[src/core/osccs_pkg.sv]
// How it works
// - Eight clock modes chosen by strap field
// - RC mode drives fosc/4; RC-IO frees pin
// - Internal modes: fosc/4 out, or both pins free
// - External drive bypasses start-up timer, frees output
// - Control bit 7 always reads zero
// - Frequency field picks internal rate, resets 110
// - Status bit 3 shows external clock running
// - Start-up bit clears for two-speed crystal/fail-safe
// - Bit 2 shows high-frequency oscillator stable
// - Bit 1 shows low-frequency oscillator stable
// - Bit 0 selects internal clock, resets zero
// - Crystal modes count 1024 edges after reset/wake
// - CPU held while crystal count runs, unless two-speed and HF stable
// - Internal source waits warm-up delay first
// - Fully static: clock stop keeps all state
// - Crystal modes set amplifier gain low/mid/high
// - Lost external clock forces internal oscillator
package osccs_pkg;

	// Clock mode strap encoding, in strap order
	typedef enum logic [2:0] {
		ext_drive_clock_mode,
		low_power_crystal_mode,
		medium_gain_crystal_mode,
		high_gain_crystal_mode,
		resistor_capacitor_mode,
		resistor_capacitor_io_mode,
		internal_osc_clkout_mode,
		internal_osc_pins_free_mode
	} osccs_mode_t;

	// Running system clock source
	typedef enum logic [1:0] {
		src_external,
		src_high_freq,
		src_low_freq
	} osccs_src_t;

	// Non-volatile configuration straps
	typedef struct packed {
		osccs_mode_t mode;
		logic two_speed_en;
		logic fail_safe_en;
		logic power_up_timer_en;
	} osccs_cfg_t;

	// Pin control bundle
	typedef struct packed {
		logic out_level;
		logic out_oe_n;
		logic in_pin_gpio;
		logic out_pin_gpio;
	} osccs_pins_t;

	// Register byte addresses
	localparam logic [7:0] OFS_CONTROL = 8'h00;
	localparam logic [7:0] OFS_IRQ_STATUS = 8'h04;
	localparam logic [7:0] OFS_IRQ_MASK = 8'h08;
	localparam logic [7:0] OFS_STATE = 8'h0c;

	// Control register field positions
	localparam int POS_FREQ_LSB = 4;
	localparam int POS_STARTUP = 3;
	localparam int POS_HF_STABLE = 2;
	localparam int POS_LF_STABLE = 1;
	localparam int POS_SYS_SEL = 0;

	// Interrupt status bit positions
	localparam int POS_IRQ_FAIL = 0;
	localparam int POS_IRQ_STARTUP_DONE = 1;
	localparam int POS_IRQ_SWITCH_DONE = 2;
	localparam int IRQ_W = 3;

	// Reset values
	localparam logic [2:0] RST_FREQ = 3'h6;
	localparam logic RST_SYS_SEL = 1'b0;
	localparam logic RST_STARTUP = 1'b1;
	localparam logic [IRQ_W-1:0] RST_IRQ = 3'h0;

	// Frequency field value for low-frequency oscillator
	localparam logic [2:0] FREQ_LOW_OSC = 3'h0;

	// Timing
	localparam int CLK_PERIOD_PS = 5000;
	localparam int OST_EDGES = 1024;
	localparam int WARM_UP_NS = 2000;
	localparam int WARM_UP_CYC = (WARM_UP_NS * 1000 + CLK_PERIOD_PS - 1) / CLK_PERIOD_PS;
	localparam int FAIL_WAIT_NS = 10000;
	localparam int FAIL_WAIT_CYC = (FAIL_WAIT_NS * 1000) / CLK_PERIOD_PS;

	// Amplifier gain codes
	localparam logic [1:0] GAIN_OFF = 2'h0;
	localparam logic [1:0] GAIN_LOW = 2'h1;
	localparam logic [1:0] GAIN_MID = 2'h2;
	localparam logic [1:0] GAIN_HIGH = 2'h3;

endpackage

[src/core/osccs_top.sv]
`timescale 1ns/1ps
`default_nettype none
module osccs_top (
	input wire logic clk,
	input wire logic reset_n,
	input wire logic ce,
	input wire osccs_pkg::osccs_cfg_t cfg,
	input wire logic osc_in_pin,
	input wire logic int_osc_clk,
	input wire logic hf_ready,
	input wire logic lf_ready,
	input wire logic power_up_timer_done,
	input wire logic sleep_req,
	input wire logic wake_req,
	input wire logic psel,
	input wire logic penable,
	input wire logic pwrite,
	input wire logic [7:0] paddr,
	input wire logic [31:0] pwdata,
	output logic [31:0] prdata,
	output logic pready,
	output logic pslverr,
	output osccs_pkg::osccs_pins_t pins,
	output logic [1:0] gain_sel,
	output osccs_pkg::osccs_src_t sys_src,
	output logic hf_enable,
	output logic lf_enable,
	output logic cpu_hold,
	output logic irq
);

	// Sequencer states
	typedef enum logic [2:0] {
		ST_CAPTURE,
		ST_POWER_UP_TIMER,
		ST_STARTUP,
		ST_RUN,
		ST_SWITCH,
		ST_SLEEP
	} osccs_state_t;

	// Crystal mode decode, used in several places
	function automatic logic is_crystal(input osccs_pkg::osccs_mode_t m);
		is_crystal = (m == osccs_pkg::low_power_crystal_mode) ||
			(m == osccs_pkg::medium_gain_crystal_mode) ||
			(m == osccs_pkg::high_gain_crystal_mode);
	endfunction

	// Internal oscillator mode decode
	function automatic logic is_internal(input osccs_pkg::osccs_mode_t m);
		is_internal = (m == osccs_pkg::internal_osc_clkout_mode) ||
			(m == osccs_pkg::internal_osc_pins_free_mode);
	endfunction

	// Synchronisers for pins and analog ready levels
	logic [3:0] sync1_q;
	logic [3:0] sync2_q;
	logic [1:0] edge_q;
	// Captured straps
	osccs_pkg::osccs_cfg_t cfg_q;
	// Control fields
	logic [2:0] freq_q;
	logic sys_sel_q;
	logic startup_q;
	// Interrupt registers
	logic [osccs_pkg::IRQ_W-1:0] irq_stat_q;
	logic [osccs_pkg::IRQ_W-1:0] irq_mask_q;
	// Sequencer
	osccs_state_t state_q;
	osccs_pkg::osccs_src_t src_q;
	logic fail_q;
	logic [10:0] ost_cnt_q;
	logic [8:0] warm_cnt_q;
	logic [10:0] fail_cnt_q;
	logic [1:0] div_q;
	// Registered outputs
	logic [31:0] prdata_q;
	logic pready_q;
	logic pslverr_q;
	osccs_pkg::osccs_pins_t pins_q;
	logic [1:0] gain_q;
	logic hf_en_q;
	logic lf_en_q;
	logic hold_q;
	logic irq_q;

	// Synchronised levels
	wire logic osc_in_s = sync2_q[0];
	wire logic int_clk_s = sync2_q[1];
	wire logic hf_ok = sync2_q[2];
	wire logic lf_ok = sync2_q[3];
	// Rising edges of external and internal clocks
	wire logic ext_rise = osc_in_s & ~edge_q[0];
	wire logic int_rise = int_clk_s & ~edge_q[1];

	// Mode decodes
	wire logic crystal = is_crystal(cfg_q.mode);
	wire logic internal_mode = is_internal(cfg_q.mode);
	wire logic ext_drive = (cfg_q.mode == osccs_pkg::ext_drive_clock_mode);
	wire logic rc_out = (cfg_q.mode == osccs_pkg::resistor_capacitor_mode);
	wire logic int_out = (cfg_q.mode == osccs_pkg::internal_osc_clkout_mode);

	// Wanted internal rate and target source
	wire osccs_pkg::osccs_src_t int_src = (freq_q == osccs_pkg::FREQ_LOW_OSC) ?
		osccs_pkg::src_low_freq : osccs_pkg::src_high_freq;
	wire logic want_int = sys_sel_q | internal_mode | fail_q;
	wire osccs_pkg::osccs_src_t target = want_int ? int_src : osccs_pkg::src_external;
	wire logic target_ok = (target == osccs_pkg::src_high_freq) ? hf_ok :
		(target == osccs_pkg::src_low_freq) ? lf_ok : 1'b1;

	// Crystal count done, warm-up done
	wire logic ost_done = (ost_cnt_q == 11'(osccs_pkg::OST_EDGES));
	wire logic warm_done = (warm_cnt_q == 9'(osccs_pkg::WARM_UP_CYC));
	wire logic two_speed = cfg_q.two_speed_en & crystal;
	// Startup ends when its delay for the target has passed
	wire logic startup_end = crystal ? ost_done :
		(target != osccs_pkg::src_external) ? (warm_done & target_ok) : 1'b1;
	// Fail-safe timeout on a running external source
	wire logic ext_lost = (fail_cnt_q == 11'(osccs_pkg::FAIL_WAIT_CYC));

	// APB decode
	wire logic acc = psel & penable & ~pready_q;
	wire logic wr = acc & pwrite;
	wire logic hit_ctl = (paddr == osccs_pkg::OFS_CONTROL);
	wire logic hit_ist = (paddr == osccs_pkg::OFS_IRQ_STATUS);
	wire logic hit_msk = (paddr == osccs_pkg::OFS_IRQ_MASK);
	wire logic hit_sta = (paddr == osccs_pkg::OFS_STATE);
	wire logic mapped = hit_ctl | hit_ist | hit_msk | hit_sta;

	// Control register read image
	wire logic [7:0] ctl_rd = {1'b0, freq_q, startup_q, hf_ok, lf_ok, sys_sel_q};
	wire logic [31:0] rd_mux = hit_ctl ? {24'h0, ctl_rd} :
		hit_ist ? {29'h0, irq_stat_q} :
		hit_msk ? {29'h0, irq_mask_q} :
		hit_sta ? {25'h0, fail_q, src_q, 1'b0, state_q} : 32'h0;

	// Interrupt events
	wire logic ev_fail = (state_q == ST_RUN) & ext_lost & cfg_q.fail_safe_en &
		(src_q == osccs_pkg::src_external) & ~fail_q;
	wire logic ev_start = (state_q == ST_STARTUP) & startup_end;
	wire logic ev_switch = (state_q == ST_SWITCH) & target_ok;
	wire logic [osccs_pkg::IRQ_W-1:0] ev = {ev_switch, ev_start, ev_fail};
	wire logic [osccs_pkg::IRQ_W-1:0] clr = (wr & hit_ist) ?
		pwdata[osccs_pkg::IRQ_W-1:0] : '0;
	wire logic [osccs_pkg::IRQ_W-1:0] irq_stat_d = (irq_stat_q & ~clr) | ev;

	// Fosc/4 output: divider on active source edges
	wire logic fosc_rise = (src_q == osccs_pkg::src_external) ? ext_rise : int_rise;
	wire logic clkout_mode = rc_out | int_out;

	// Next pin image
	osccs_pkg::osccs_pins_t pins_d;
	assign pins_d.out_level = clkout_mode & div_q[1] & (state_q != ST_SWITCH);
	assign pins_d.out_oe_n = ~clkout_mode;
	assign pins_d.in_pin_gpio = internal_mode;
	assign pins_d.out_pin_gpio = ext_drive | (cfg_q.mode == osccs_pkg::resistor_capacitor_io_mode) |
		(cfg_q.mode == osccs_pkg::internal_osc_pins_free_mode);

	// Gain select per crystal mode
	wire logic [1:0] gain_d =
		(cfg_q.mode == osccs_pkg::low_power_crystal_mode) ? osccs_pkg::GAIN_LOW :
		(cfg_q.mode == osccs_pkg::medium_gain_crystal_mode) ? osccs_pkg::GAIN_MID :
		(cfg_q.mode == osccs_pkg::high_gain_crystal_mode) ? osccs_pkg::GAIN_HIGH :
		osccs_pkg::GAIN_OFF;

	// Two-flop synchronisers, then edge history on second stage
	always_ff @(posedge clk or negedge reset_n) begin
		if (!reset_n) begin
			sync1_q <= 4'h0;
			sync2_q <= 4'h0;
			edge_q <= 2'h0;
		end else if (ce) begin
			sync1_q <= {lf_ready, hf_ready, int_osc_clk, osc_in_pin};
			sync2_q <= sync1_q;
			edge_q <= sync2_q[1:0];
		end
	end

	// APB slave: one wait state, error on unmapped
	always_ff @(posedge clk or negedge reset_n) begin
		if (!reset_n) begin
			pready_q <= 1'b0;
			pslverr_q <= 1'b0;
			prdata_q <= 32'h0;
		end else if (ce) begin
			pready_q <= acc;
			pslverr_q <= acc & ~mapped;
			prdata_q <= (acc & ~pwrite) ? rd_mux : 32'h0;
		end
	end

	// Writable control fields
	always_ff @(posedge clk or negedge reset_n) begin
		if (!reset_n) begin
			freq_q <= osccs_pkg::RST_FREQ;
			sys_sel_q <= osccs_pkg::RST_SYS_SEL;
			irq_mask_q <= osccs_pkg::RST_IRQ;
		end else if (ce) begin
			if (wr & hit_ctl) begin
				freq_q <= pwdata[osccs_pkg::POS_FREQ_LSB +: 3];
				sys_sel_q <= pwdata[osccs_pkg::POS_SYS_SEL];
			end
			if (wr & hit_msk) begin
				irq_mask_q <= pwdata[osccs_pkg::IRQ_W-1:0];
			end
		end
	end

	// Sticky status, set beats clear; level interrupt
	always_ff @(posedge clk or negedge reset_n) begin
		if (!reset_n) begin
			irq_stat_q <= osccs_pkg::RST_IRQ;
			irq_q <= 1'b0;
		end else if (ce) begin
			irq_stat_q <= irq_stat_d;
			irq_q <= |(irq_stat_d & irq_mask_q);
		end
	end

	// Strap capture one edge after reset release
	always_ff @(posedge clk or negedge reset_n) begin
		if (!reset_n) begin
			cfg_q <= '0;
		end else if (ce && state_q == ST_CAPTURE) begin
			cfg_q <= cfg;
		end
	end

	// Sequencer: power-up, start-up delays, sleep, switching
	always_ff @(posedge clk or negedge reset_n) begin
		if (!reset_n) begin
			state_q <= ST_CAPTURE;
			src_q <= osccs_pkg::src_low_freq;
			startup_q <= osccs_pkg::RST_STARTUP;
			fail_q <= 1'b0;
		end else if (ce) begin
			case (state_q)
				ST_CAPTURE: begin
					// Straps taken this edge, evaluated next
					state_q <= ST_POWER_UP_TIMER;
				end
				ST_POWER_UP_TIMER: begin
					// Start-up bit reset override
					if ((cfg_q.two_speed_en & crystal) | cfg_q.fail_safe_en) begin
						startup_q <= 1'b0;
					end
					// Count begins only after power-up timer
					if (~cfg_q.power_up_timer_en | power_up_timer_done) begin
						state_q <= ST_STARTUP;
					end
				end
				ST_STARTUP: begin
					// Two-speed runs internal meanwhile
					if (two_speed & hf_ok) begin
						src_q <= int_src;
					end
					if (startup_end) begin
						src_q <= target;
						startup_q <= (target == osccs_pkg::src_external);
						state_q <= ST_RUN;
					end
				end
				ST_RUN: begin
					if (sleep_req) begin
						state_q <= ST_SLEEP;
					end else if (ev_fail) begin
						fail_q <= 1'b1;
						state_q <= ST_SWITCH;
					end else if (target != src_q) begin
						state_q <= ST_SWITCH;
					end
				end
				ST_SWITCH: begin
					// Output held low until target is stable
					if (target_ok) begin
						src_q <= target;
						startup_q <= (target == osccs_pkg::src_external);
						state_q <= ST_RUN;
					end
				end
				ST_SLEEP: begin
					if (wake_req) begin
						state_q <= ST_STARTUP;
					end
				end
				default: begin
					state_q <= ST_CAPTURE;
				end
			endcase
		end
	end

	// Crystal edge counter and warm-up counter
	always_ff @(posedge clk or negedge reset_n) begin
		if (!reset_n) begin
			ost_cnt_q <= 11'h0;
			warm_cnt_q <= 9'h0;
		end else if (ce) begin
			if (state_q != ST_STARTUP) begin
				ost_cnt_q <= 11'h0;
				warm_cnt_q <= 9'h0;
			end else begin
				if (crystal & ext_rise & ~ost_done) begin
					ost_cnt_q <= ost_cnt_q + 11'h1;
				end
				if (~warm_done) begin
					warm_cnt_q <= warm_cnt_q + 9'h1;
				end
			end
		end
	end

	// Fail-safe watchdog on external edges
	always_ff @(posedge clk or negedge reset_n) begin
		if (!reset_n) begin
			fail_cnt_q <= 11'h0;
		end else if (ce) begin
			if (ext_rise | (src_q != osccs_pkg::src_external) | (state_q != ST_RUN)) begin
				fail_cnt_q <= 11'h0;
			end else if (~ext_lost) begin
				fail_cnt_q <= fail_cnt_q + 11'h1;
			end
		end
	end

	// Divide-by-four of the running clock
	always_ff @(posedge clk or negedge reset_n) begin
		if (!reset_n) begin
			div_q <= 2'h0;
		end else if (ce) begin
			if (state_q == ST_SWITCH) begin
				div_q <= 2'h0;
			end else if (fosc_rise) begin
				div_q <= div_q + 2'h1;
			end
		end
	end

	// Registered pin, gain, enable and hold outputs
	always_ff @(posedge clk or negedge reset_n) begin
		if (!reset_n) begin
			pins_q <= '{out_level: 1'b0, out_oe_n: 1'b1, in_pin_gpio: 1'b0, out_pin_gpio: 1'b0};
			gain_q <= osccs_pkg::GAIN_OFF;
			hf_en_q <= 1'b0;
			lf_en_q <= 1'b1;
			hold_q <= 1'b1;
		end else if (ce) begin
			pins_q <= pins_d;
			gain_q <= gain_d;
			hf_en_q <= (target == osccs_pkg::src_high_freq) | two_speed;
			lf_en_q <= (target == osccs_pkg::src_low_freq) | cfg_q.fail_safe_en |
				cfg_q.power_up_timer_en;
			// CPU held while start-up delays run, except two-speed once HF stable
			hold_q <= (state_q == ST_CAPTURE) | (state_q == ST_POWER_UP_TIMER) | (state_q == ST_SLEEP) |
				((state_q == ST_STARTUP) & ~(two_speed & hf_ok));
		end
	end

	assign prdata = prdata_q;
	assign pready = pready_q;
	assign pslverr = pslverr_q;
	assign pins = pins_q;
	assign gain_sel = gain_q;
	assign sys_src = src_q;
	assign hf_enable = hf_en_q;
	assign lf_enable = lf_en_q;
	assign cpu_hold = hold_q;
	assign irq = irq_q;

endmodule
`default_nettype wire

[config.mk]
export PLATFORM = sky130hd
export DESIGN_NAME = osccs_top
export DESIGN_NICKNAME = d
export VERILOG_FILES = /design/src/core/osccs_pkg.sv /design/src/core/osccs_top.sv
export SDC_FILE = /design/constraint.sdc
export NUM_CORES = 1
export LEC_CHECK = 0
export BUFFER_PORTS_ARGS = -buffer_cell sky130_fd_sc_hd__buf_4
export CAP_MARGIN = 20
export CORE_ASPECT_RATIO = 1.4
export CORE_MARGIN = 2
export CORE_UTILIZATION = 55
export CTS_CLUSTER_SIZE = 10
export DETAILED_ROUTE_END_ITERATION = 16
export GPL_ROUTABILITY_DRIVEN = 0
export MAX_ROUTING_LAYER = met4
export PLACE_DENSITY = 0.88
export SETUP_SLACK_MARGIN = 0.02
export SLEW_MARGIN = 25
export SYNTH_ARGS = -nofsm -noshare
export SYNTH_HDL_FRONTEND = slang
export SYNTH_SLANG_ARGS = --single-unit
[constraint.sdc]
create_clock -name clk -period 4 [get_ports clk]
set_clock_uncertainty 0.1 [all_clocks]
set_input_delay 0.8 -clock clk [delete_from_list [all_inputs] [get_ports clk]]
set_output_delay 0.8 -clock clk [all_outputs]
set_load 0.01 [all_outputs]
==> key figures, run 1 <==
Synth
  – Syn Std Cell Area: 4610 sq um
  – Seq/Total Area, Yosys: 0.463
  – #FFs+latches synth: 85
  – Distinct cells, synth: 64
  – Post-synth EDFFs: 0
  – Synth async-reset ratio: 1.00
  – Top_reg_cell synth: dfrtp_1
  – Avg Cell Area, Syn: 9.88 sq um
  – YS warnings: 0
  – Post-Syn Instances: 467

Power
  – LEAKAGE: 2.36 nW
  – PD cells: 528 nW/um^2
  – Worst vdd ir: 0.329 mV
  – Total Power: 0.00280 W

Global route
  – GR Overflow Total: 0
  – First-pass GRT wire length: 16900 um
  – Most Crowded Layer GR: met2
  – Initial antenna violation count: 0
  – Met2 GRT Util: 0.421
  – Vias in the first global route: 3662
  – GRT Overall Usage: 0.245
  – Met3 Use GR: 0.0474
  – Largest net degree at the start of global routing: 86
  – Met1 Usage GRT: 0.273

Hold path
  – Hold Path Class: flip-flop to flip-flop

Timing
  – Min Tclk post-route: 2.60 ns
  – Slew HR: 0.437
  – Crit share post-route: 0.649
  – Count of final hold-check violations: 0
  – Hold WS: 0.370 ns
  – Least-Margin Pin Slew: 0.841 ns
  – RSZ-0062 raised after global routing: false
  – Fmax: 0.385 GHz
  – Setup violations, final: 0
  – Setup_tns: 0 ns
  – Pins Over Slew Limit: 0

Critical path
  – CP Capture Type: flip-flop
  – Startpoint types: primary input
  – Critical path's largest stage delay: 0.51 ns
  – Worst reg2reg path depth: 5
  – Reg2reg start: state_q[2]$_DFFE_PN0P_
  – CP Max Fanout: 57
  – Critical path endpoint: irq_mask_q[2]$_DFFE_PN0P_
  – Sequence of cells on the critical path: buf_4 -> inv_1 -> or3_1 -> nor3b_1 -> mux2_2
  – Worst setup path startpoint: ce
  – CP required: 4.13 ns
  – RR Endpoint: state_q[0]$_DFFE_PN0P_
  – Crit Path Class: primary input to flip-flop
  – R2R Setup Slk: 1.42 ns
  – Arrival @ worst endpoint: 2.72 ns
  – Crit-path slowest cell: nor3b_1

Cells and area
  – Nets@finish: 580
  – Layout area overhead: 15.1%
  – Design area: 5310 sq um
  – Final Util: 0.651
  – Ant diodes: 0
  – Share of layout cells above drive strength 1: 0.219

CTS
  – Clock sink count: 85
  – CTS clk-pin slew, worst paths: 0.06 ns
  – Total CTS buffers: 9
  – H-tree depth: 3
  – CTS resizes: 0
  – Post-CTS setup buffer count: 0
  – TritonCTS clock tree: yes
  – CTS max path bufs: 2
  – Root Buffer Master: clkbuf_16
  – Worst skew pair latency: 0.34 ns
  – Hold Buf Count CTS: 0

Routing
  – Vias/cell: 5.98
  – DRT antenna net count: 0
  – Starting DRT DRC Count: 299
  – DR vias: 3717
  – First-pass iteration count of the detailed router: 5
  – Routed WL per cell: 16.6 um
  – Detailed Route WL: 10400 um
  – DRC Markers: 0

Floorplanning
  – Die Footprint: 9150 sq um
  – Die Height: 112 um
  – Starting Density: 0.566
  – Die Span X: 81.4 um
  – I/O pins: 105
  – Core ar.: 8150 sq um
  – FP Rows: 39

Placement
  – Port bufs: 53
  – HPWL after detailed placement: 7380 um
  – Post-Place Cell Area: 4990 sq um

Run status
  – Outcome: finished clean

Flow run
  – MaxCap Viol Count: 0
==> critical path, delay by kind of cell <==
kind,cells,cell delay (ns)
buf+inv,2,0.57
mux,1,0.40
simple gates,2,0.93
==> cell type report <==
cell class	instances	area (sq um)
clock buffer	13	270
clock inverter	3	42.5
sequential	85	2140
timing repair buffer	55	417
tap	102	128
fill	604	2840
multi-input combinational	345	2240
inverter	19	71.3
==> sequential cells by signal (all words and copies together), names as in the netlist, 2 cells and up <==
signal / flops
cfg_q: 6
ost_cnt_q: 11
warm_cnt_q: 9
sync1_q: 4
irq_stat_q: 3
sys_src: 2
sync2_q: 4
div_q: 2
prdata: 7
state_q: 3
fail_cnt_q: 11
freq_q: 3
pins: 4
irq_mask_q: 3
edge_q: 2
gain_sel: 2
==> Yosys cell counts, types with 3 or more instances <==
cell       count  area share
o21ai_0       16       0.017
nor4_1         7      0.0095
dfrtp_1       78        0.42
nor4b_1        4      0.0076
a221o_1        3      0.0065
a211oi_1       4      0.0065
buf_4         25       0.041
nor2_1        48       0.039
nand4_1       12       0.016
nand3_1       24       0.026
o221ai_1       5      0.0095
mux2i_1        7       0.015
a21o_1         3      0.0049
or3_1          4      0.0054
a31oi_1        6      0.0081
o2bb2ai_1      6       0.011
a21oi_1       10       0.011
xnor2_1       11       0.021
clkbuf_1      15       0.012
o31ai_1        5      0.0081
mux2_2        26       0.063
nand2b_1       7      0.0095
o41ai_1        3      0.0057
dfstp_2        7       0.040
nand2_1       35       0.028
xor2_1        10       0.019
inv_1         19       0.015
ha_1           6       0.016
nor3_1         8      0.0087
nor2b_1        6      0.0081
==> kinds of logic after synthesis <==
family,share of synthesized area
adder cells (fa/ha/maj),0.0163
AND/OR/NAND/NOR,0.197
multiplexers,0.0787
buffers and inverters,0.0702
flip-flops,0.463
XOR/XNOR,0.0399
AO/OA/AOI/OAI,0.134
other,0.000813
==> per-stage QoR <==
step                setup slack (ns)  std cells
floorplan                       1.65        491
global placement                1.18        606
detailed placement              1.07        606
CTS                             1.43        622
global route                    1.25        622
finish                          1.40        622
==> per-layer routing <==
layer  up-vias  wire (um)
li1       1735          -
met1      1837       3980
met2       126       5650
met3        19        480
met4         0        236
met5         -          0
==> layout by cell type (no fill, tap or decap), types with 3 or more instances in the layout <==
| cell type | n |
|---|---|
| a21oi_1 | 10 |
| nor3_1 | 8 |
| ha_1 | 6 |
| dfstp_2 | 7 |
| o41ai_1 | 3 |
| a211oi_1 | 4 |
| inv_1 | 19 |
| a21o_1 | 3 |
| nand4_1 | 12 |
| clkbuf_16 | 9 |
| dfrtp_1 | 78 |
| o21ai_0 | 16 |
| xnor2_1 | 11 |
| nand3_1 | 24 |
| xor2_1 | 10 |
| mux2_2 | 26 |
| mux2i_1 | 7 |
| o31ai_1 | 5 |
| nor4_1 | 7 |
| conb_1 | 25 |
| nand2b_1 | 7 |
| o2bb2ai_1 | 6 |
| a221o_1 | 3 |
| nand2_1 | 35 |
| o221ai_1 | 5 |
| nor4b_1 | 4 |
| nor2_1 | 48 |
| or3_1 | 4 |
| a31oi_1 | 6 |
| nor2b_1 | 6 |
| clkbuf_8 | 3 |
| buf_4 | 54 |
==> worst min-delay path by stage <==
stage,slack (ns),cells after the start,from,end
2_1_floorplan,0.35,1,div_q[1]$_DFFE_PN0P_,div_q[1]$_DFFE_PN0P_
3_3_place_gp,0.36,1,div_q[1]$_DFFE_PN0P_,div_q[1]$_DFFE_PN0P_
3_5_place_dp,0.37,1,div_q[1]$_DFFE_PN0P_,div_q[1]$_DFFE_PN0P_
4_1_cts,0.37,1,div_q[1]$_DFFE_PN0P_,div_q[1]$_DFFE_PN0P_
5_1_grt,0.38,1,div_q[1]$_DFFE_PN0P_,div_q[1]$_DFFE_PN0P_
6_report,0.37,1,div_q[1]$_DFFE_PN0P_,div_q[1]$_DFFE_PN0P_
==> report_power, final <==
group          internal, W  switching, W
Sequential         0.00101      0.000194
Clock             0.000534      0.000331
Combinational     0.000330      0.000402
Total              0.00188      0.000927
No activity file was read; power rests on OpenSTA's default activity.
==> run 2, diff against run 1 <==
--- a/config.mk
+++ b/config.mk
@@ -9,12 +9,12 @@
 export CAP_MARGIN = 20
 export CORE_ASPECT_RATIO = 1.4
 export CORE_MARGIN = 2
-export CORE_UTILIZATION = 55
+export CORE_UTILIZATION = 54
 export CTS_CLUSTER_SIZE = 10
 export DETAILED_ROUTE_END_ITERATION = 16
 export GPL_ROUTABILITY_DRIVEN = 0
 export MAX_ROUTING_LAYER = met4
-export PLACE_DENSITY = 0.88
+export PLACE_DENSITY = 0.87
 export SETUP_SLACK_MARGIN = 0.02
 export SLEW_MARGIN = 25
 export SYNTH_ARGS = -nofsm -noshare
==> constraint.sdc (replaced) <==
create_clock -name clk -period 2.4 [get_ports clk]
set_clock_uncertainty 0.1 [all_clocks]
set_input_delay 0.48 -clock clk [delete_from_list [all_inputs] [get_ports clk]]
set_output_delay 0.48 -clock clk [all_outputs]
set_load 0.01 [all_outputs]
==> run 2 against run 1 <==
Effect of this change: worst setup slack worse by 1.2 ns; largest power group unchanged; cell count up 2.4%; sequential cell count unchanged; clock power up 65%; first-iteration DRC count down 0.67%; hold slack worse by 0.10 ns; core utilization up 0.85 points; critical path depth unchanged; clock-buffer cell count down 2.
==> key figures, run 2 (same netlist as run 1, synthesis figures left out) <==
Routing
  – DRT antenna net count: 0 (unchanged)
  – Detailed Route WL: 10900 um (+5.1%)
  – Vias/cell: 5.95 (-0.36%)
  – DR vias: 3793 (+2.0%)
  – DRC Markers: 0 (unchanged)
  – Routed WL per cell: 17.1 um (+2.7%)
  – Starting DRT DRC Count: 297 (-0.67%)
  – First-pass iteration count of the detailed router: 5 (unchanged)

Global route
  – GRT Overall Usage: 0.262 (+0.0176)
  – Largest net degree at the start of global routing: 53 (-38%)
  – Vias in the first global route: 3782 (+3.3%)
  – Initial antenna violation count: 0 (unchanged)
  – GR Overflow Total: 0 (unchanged)
  – First-pass GRT wire length: 18000 um (+6.2%)

Timing
  – Slew HR: 0.447 (+0.00943)
  – Pins Over Slew Limit: 0 (unchanged)
  – Fmax: 0.450 GHz
  – Crit share post-route: 0.927
  – Count of final hold-check violations: 0 (unchanged)
  – Setup violations, final: 0 (unchanged)
  – Hold WS: 0.265 ns (-0.105 ns)
  – Least-Margin Pin Slew: 0.827 ns (-0.0141 ns)
  – Min Tclk post-route: 2.22 ns
  – Setup_tns: 0 ns (unchanged)
  – RSZ-0062 raised after global routing: true

CTS
  – CTS clk-pin slew, worst paths: 0.06 ns (about the same)
  – CTS max path bufs: 2 (unchanged)
  – Worst skew pair latency: 0.35 ns (about the same)
  – TritonCTS clock tree: yes
  – Root Buffer Master: clkbuf_16
  – Post-CTS setup buffer count: 0 (unchanged)
  – Total CTS buffers: 9 (unchanged)
  – H-tree depth: 3 (unchanged)
  – Clock sink count: 85 (unchanged)

Floorplanning
  – I/O pins: 105 (unchanged)
  – Core ar.: 8250 sq um (+1.2%)
  – Die Height: 113 um (+0.89%)
  – Starting Density: 0.559 (-0.00670)
  – Die Footprint: 9310 sq um (+1.8%)
  – Die Span X: 82.1 um (+0.88%)
  – FP Rows: 39 (unchanged)

Critical path
  – Crit-path slowest cell: or4b_1
  – Crit Path Class: flip-flop to flip-flop
  – CP required: 2.52 ns (-1.61 ns)
  – CP Capture Type: flip-flop
  – Critical path's largest stage delay: 0.55 ns (+0.04 ns)
  – Startpoint types: flip-flop
  – CP Max Fanout: 5 (-91%)
  – Arrival @ worst endpoint: 2.34 ns (-0.38 ns)
  – Sequence of cells on the critical path: or4b_1 -> or3_4 -> or3_4 -> o211ai_2 -> a41oi_1
  – CP most frequent cell: or3_4

Cells and area
  – Share of layout cells above drive strength 1: 0.245 (+0.0256)
  – Ant diodes: 0 (unchanged)
  – Multi-input gate area: 2260 sq um (+0.56%)
  – Largest regs: fail_cnt_q (11), ost_cnt_q (11), warm_cnt_q (9)
  – Fill cells: 625 (+3.5%)
  – Fin cells: 637 (+2.4%)
  – Nets@finish: 595 (+2.6%)
  – Register area: 2140 sq um (unchanged)
  – Commonest non-fill, non-tap cell in the layout: dfrtp_1
  – Layout area overhead: 18.0%
  – Most frequent cells in the layout: dfrtp_1, buf_4, nor2_1, nand2_1, mux2_2

Placement
  – HPWL after detailed placement: 7620 um (+3.3%)
  – Port bufs: 53 (unchanged)
  – Cell total after placement: 620 (+2.3%)

Run status
  – Outcome: finished clean

Power
  – Worst vdd ir: 0.520 mV (+58%)
  – LEAKAGE: 2.44 nW (+3.4%)
  – PD cells: 876 nW/um^2 (+66%)

Flow run
  – MaxCap Viol Count: 0 (unchanged)

Hold path
  – Hold Path Class: primary input to flip-flop
-- run 2: power breakdown --
part	internal (W)	switching, W
clock	0.000864	0.000568
sequential	0.00169	0.000223
combinational	0.000615	0.000806
-- run 2: per-stage QoR --
step / worst slack, ns / area (sq um) / total power, W / utilization
2_1_floorplan: 0.307 / 4700 / 0.00282 / -
3_3_place_gp: 0.189 / 5110 / 0.00325 / 0.619
3_5_place_dp: 0.167 / 5110 / 0.00331 / 0.619
4_1_cts: 0.136 / 5430 / 0.00477 / 0.658
5_1_grt: 0.0682 / 5440 / 0.00501 / 0.660
6_report: 0.176 / 5440 / 0.00477 / 0.660
-- run 2: what timing repair did --
action | CTS | global route
gates resized for setup | 0 | 2
hold buffers | 1 | 0
endpoints found under the hold margin | 29 | 0
endpoints found under the setup margin | 0 | 4
-- run 2: worst paths after layout --
| check | end | cells past startpoint | slack (ns) | startpoint |
|---|---|---|---|---|
| worst max-delay path | state_q[1]$_DFFE_PN0P_ | 5 | 0.18 | fail_cnt_q[2]$_DFFE_PN0P_ |
| min in group asynchronous | freq_q[0]$_DFFE_PN0P_ | 2 | 0.53 | reset_n |
| worst max register to register | state_q[1]$_DFFE_PN0P_ | 5 | 0.18 | fail_cnt_q[2]$_DFFE_PN0P_ |
| worst min-delay path | cfg_q[0]$_DFFE_PN0P_ | 2 | 0.26 | cfg[0] |
| worst min register to register | prdata[0]$_DFFE_PN0P_ | 1 | 0.39 | prdata[0]$_DFFE_PN0P_ |
| max in group asynchronous | lf_enable$_DFFE_PN1P_ | 3 | 0.99 | reset_n |
-- run 2: layer usage --
metal / global-route usage / vias to the layer above / share of wire / wire length [um]
met3: 0.0455 / 40 / 0.042 / 460
met5: - / - / 0 / 0
met4: 0.146 / 0 / 0.039 / 422
met2: 0.428 / 134 / 0.53 / 5790
li1: - / 1770 / - / -
met1: 0.300 / 1849 / 0.39 / 4210
-- run 2: layout make-up --
class	instances	area share
Timing Repair Buffer	70	0.0993
Clock inverter	5	0.0106
Sequential cell	85	0.393
Tap cell	102	0.0235
Clock buffer	11	0.0464
Multi-Input combinational cell	345	0.415
Inverter	19	0.0131
-- run 2: worst max-delay path: cells and delay by family (launching register included) --
kind               cells  cell delay [ns]
AOI/OAI and AO/OA      2             0.22
DFF                    1             0.43
and+or+nand+nor        3             1.34
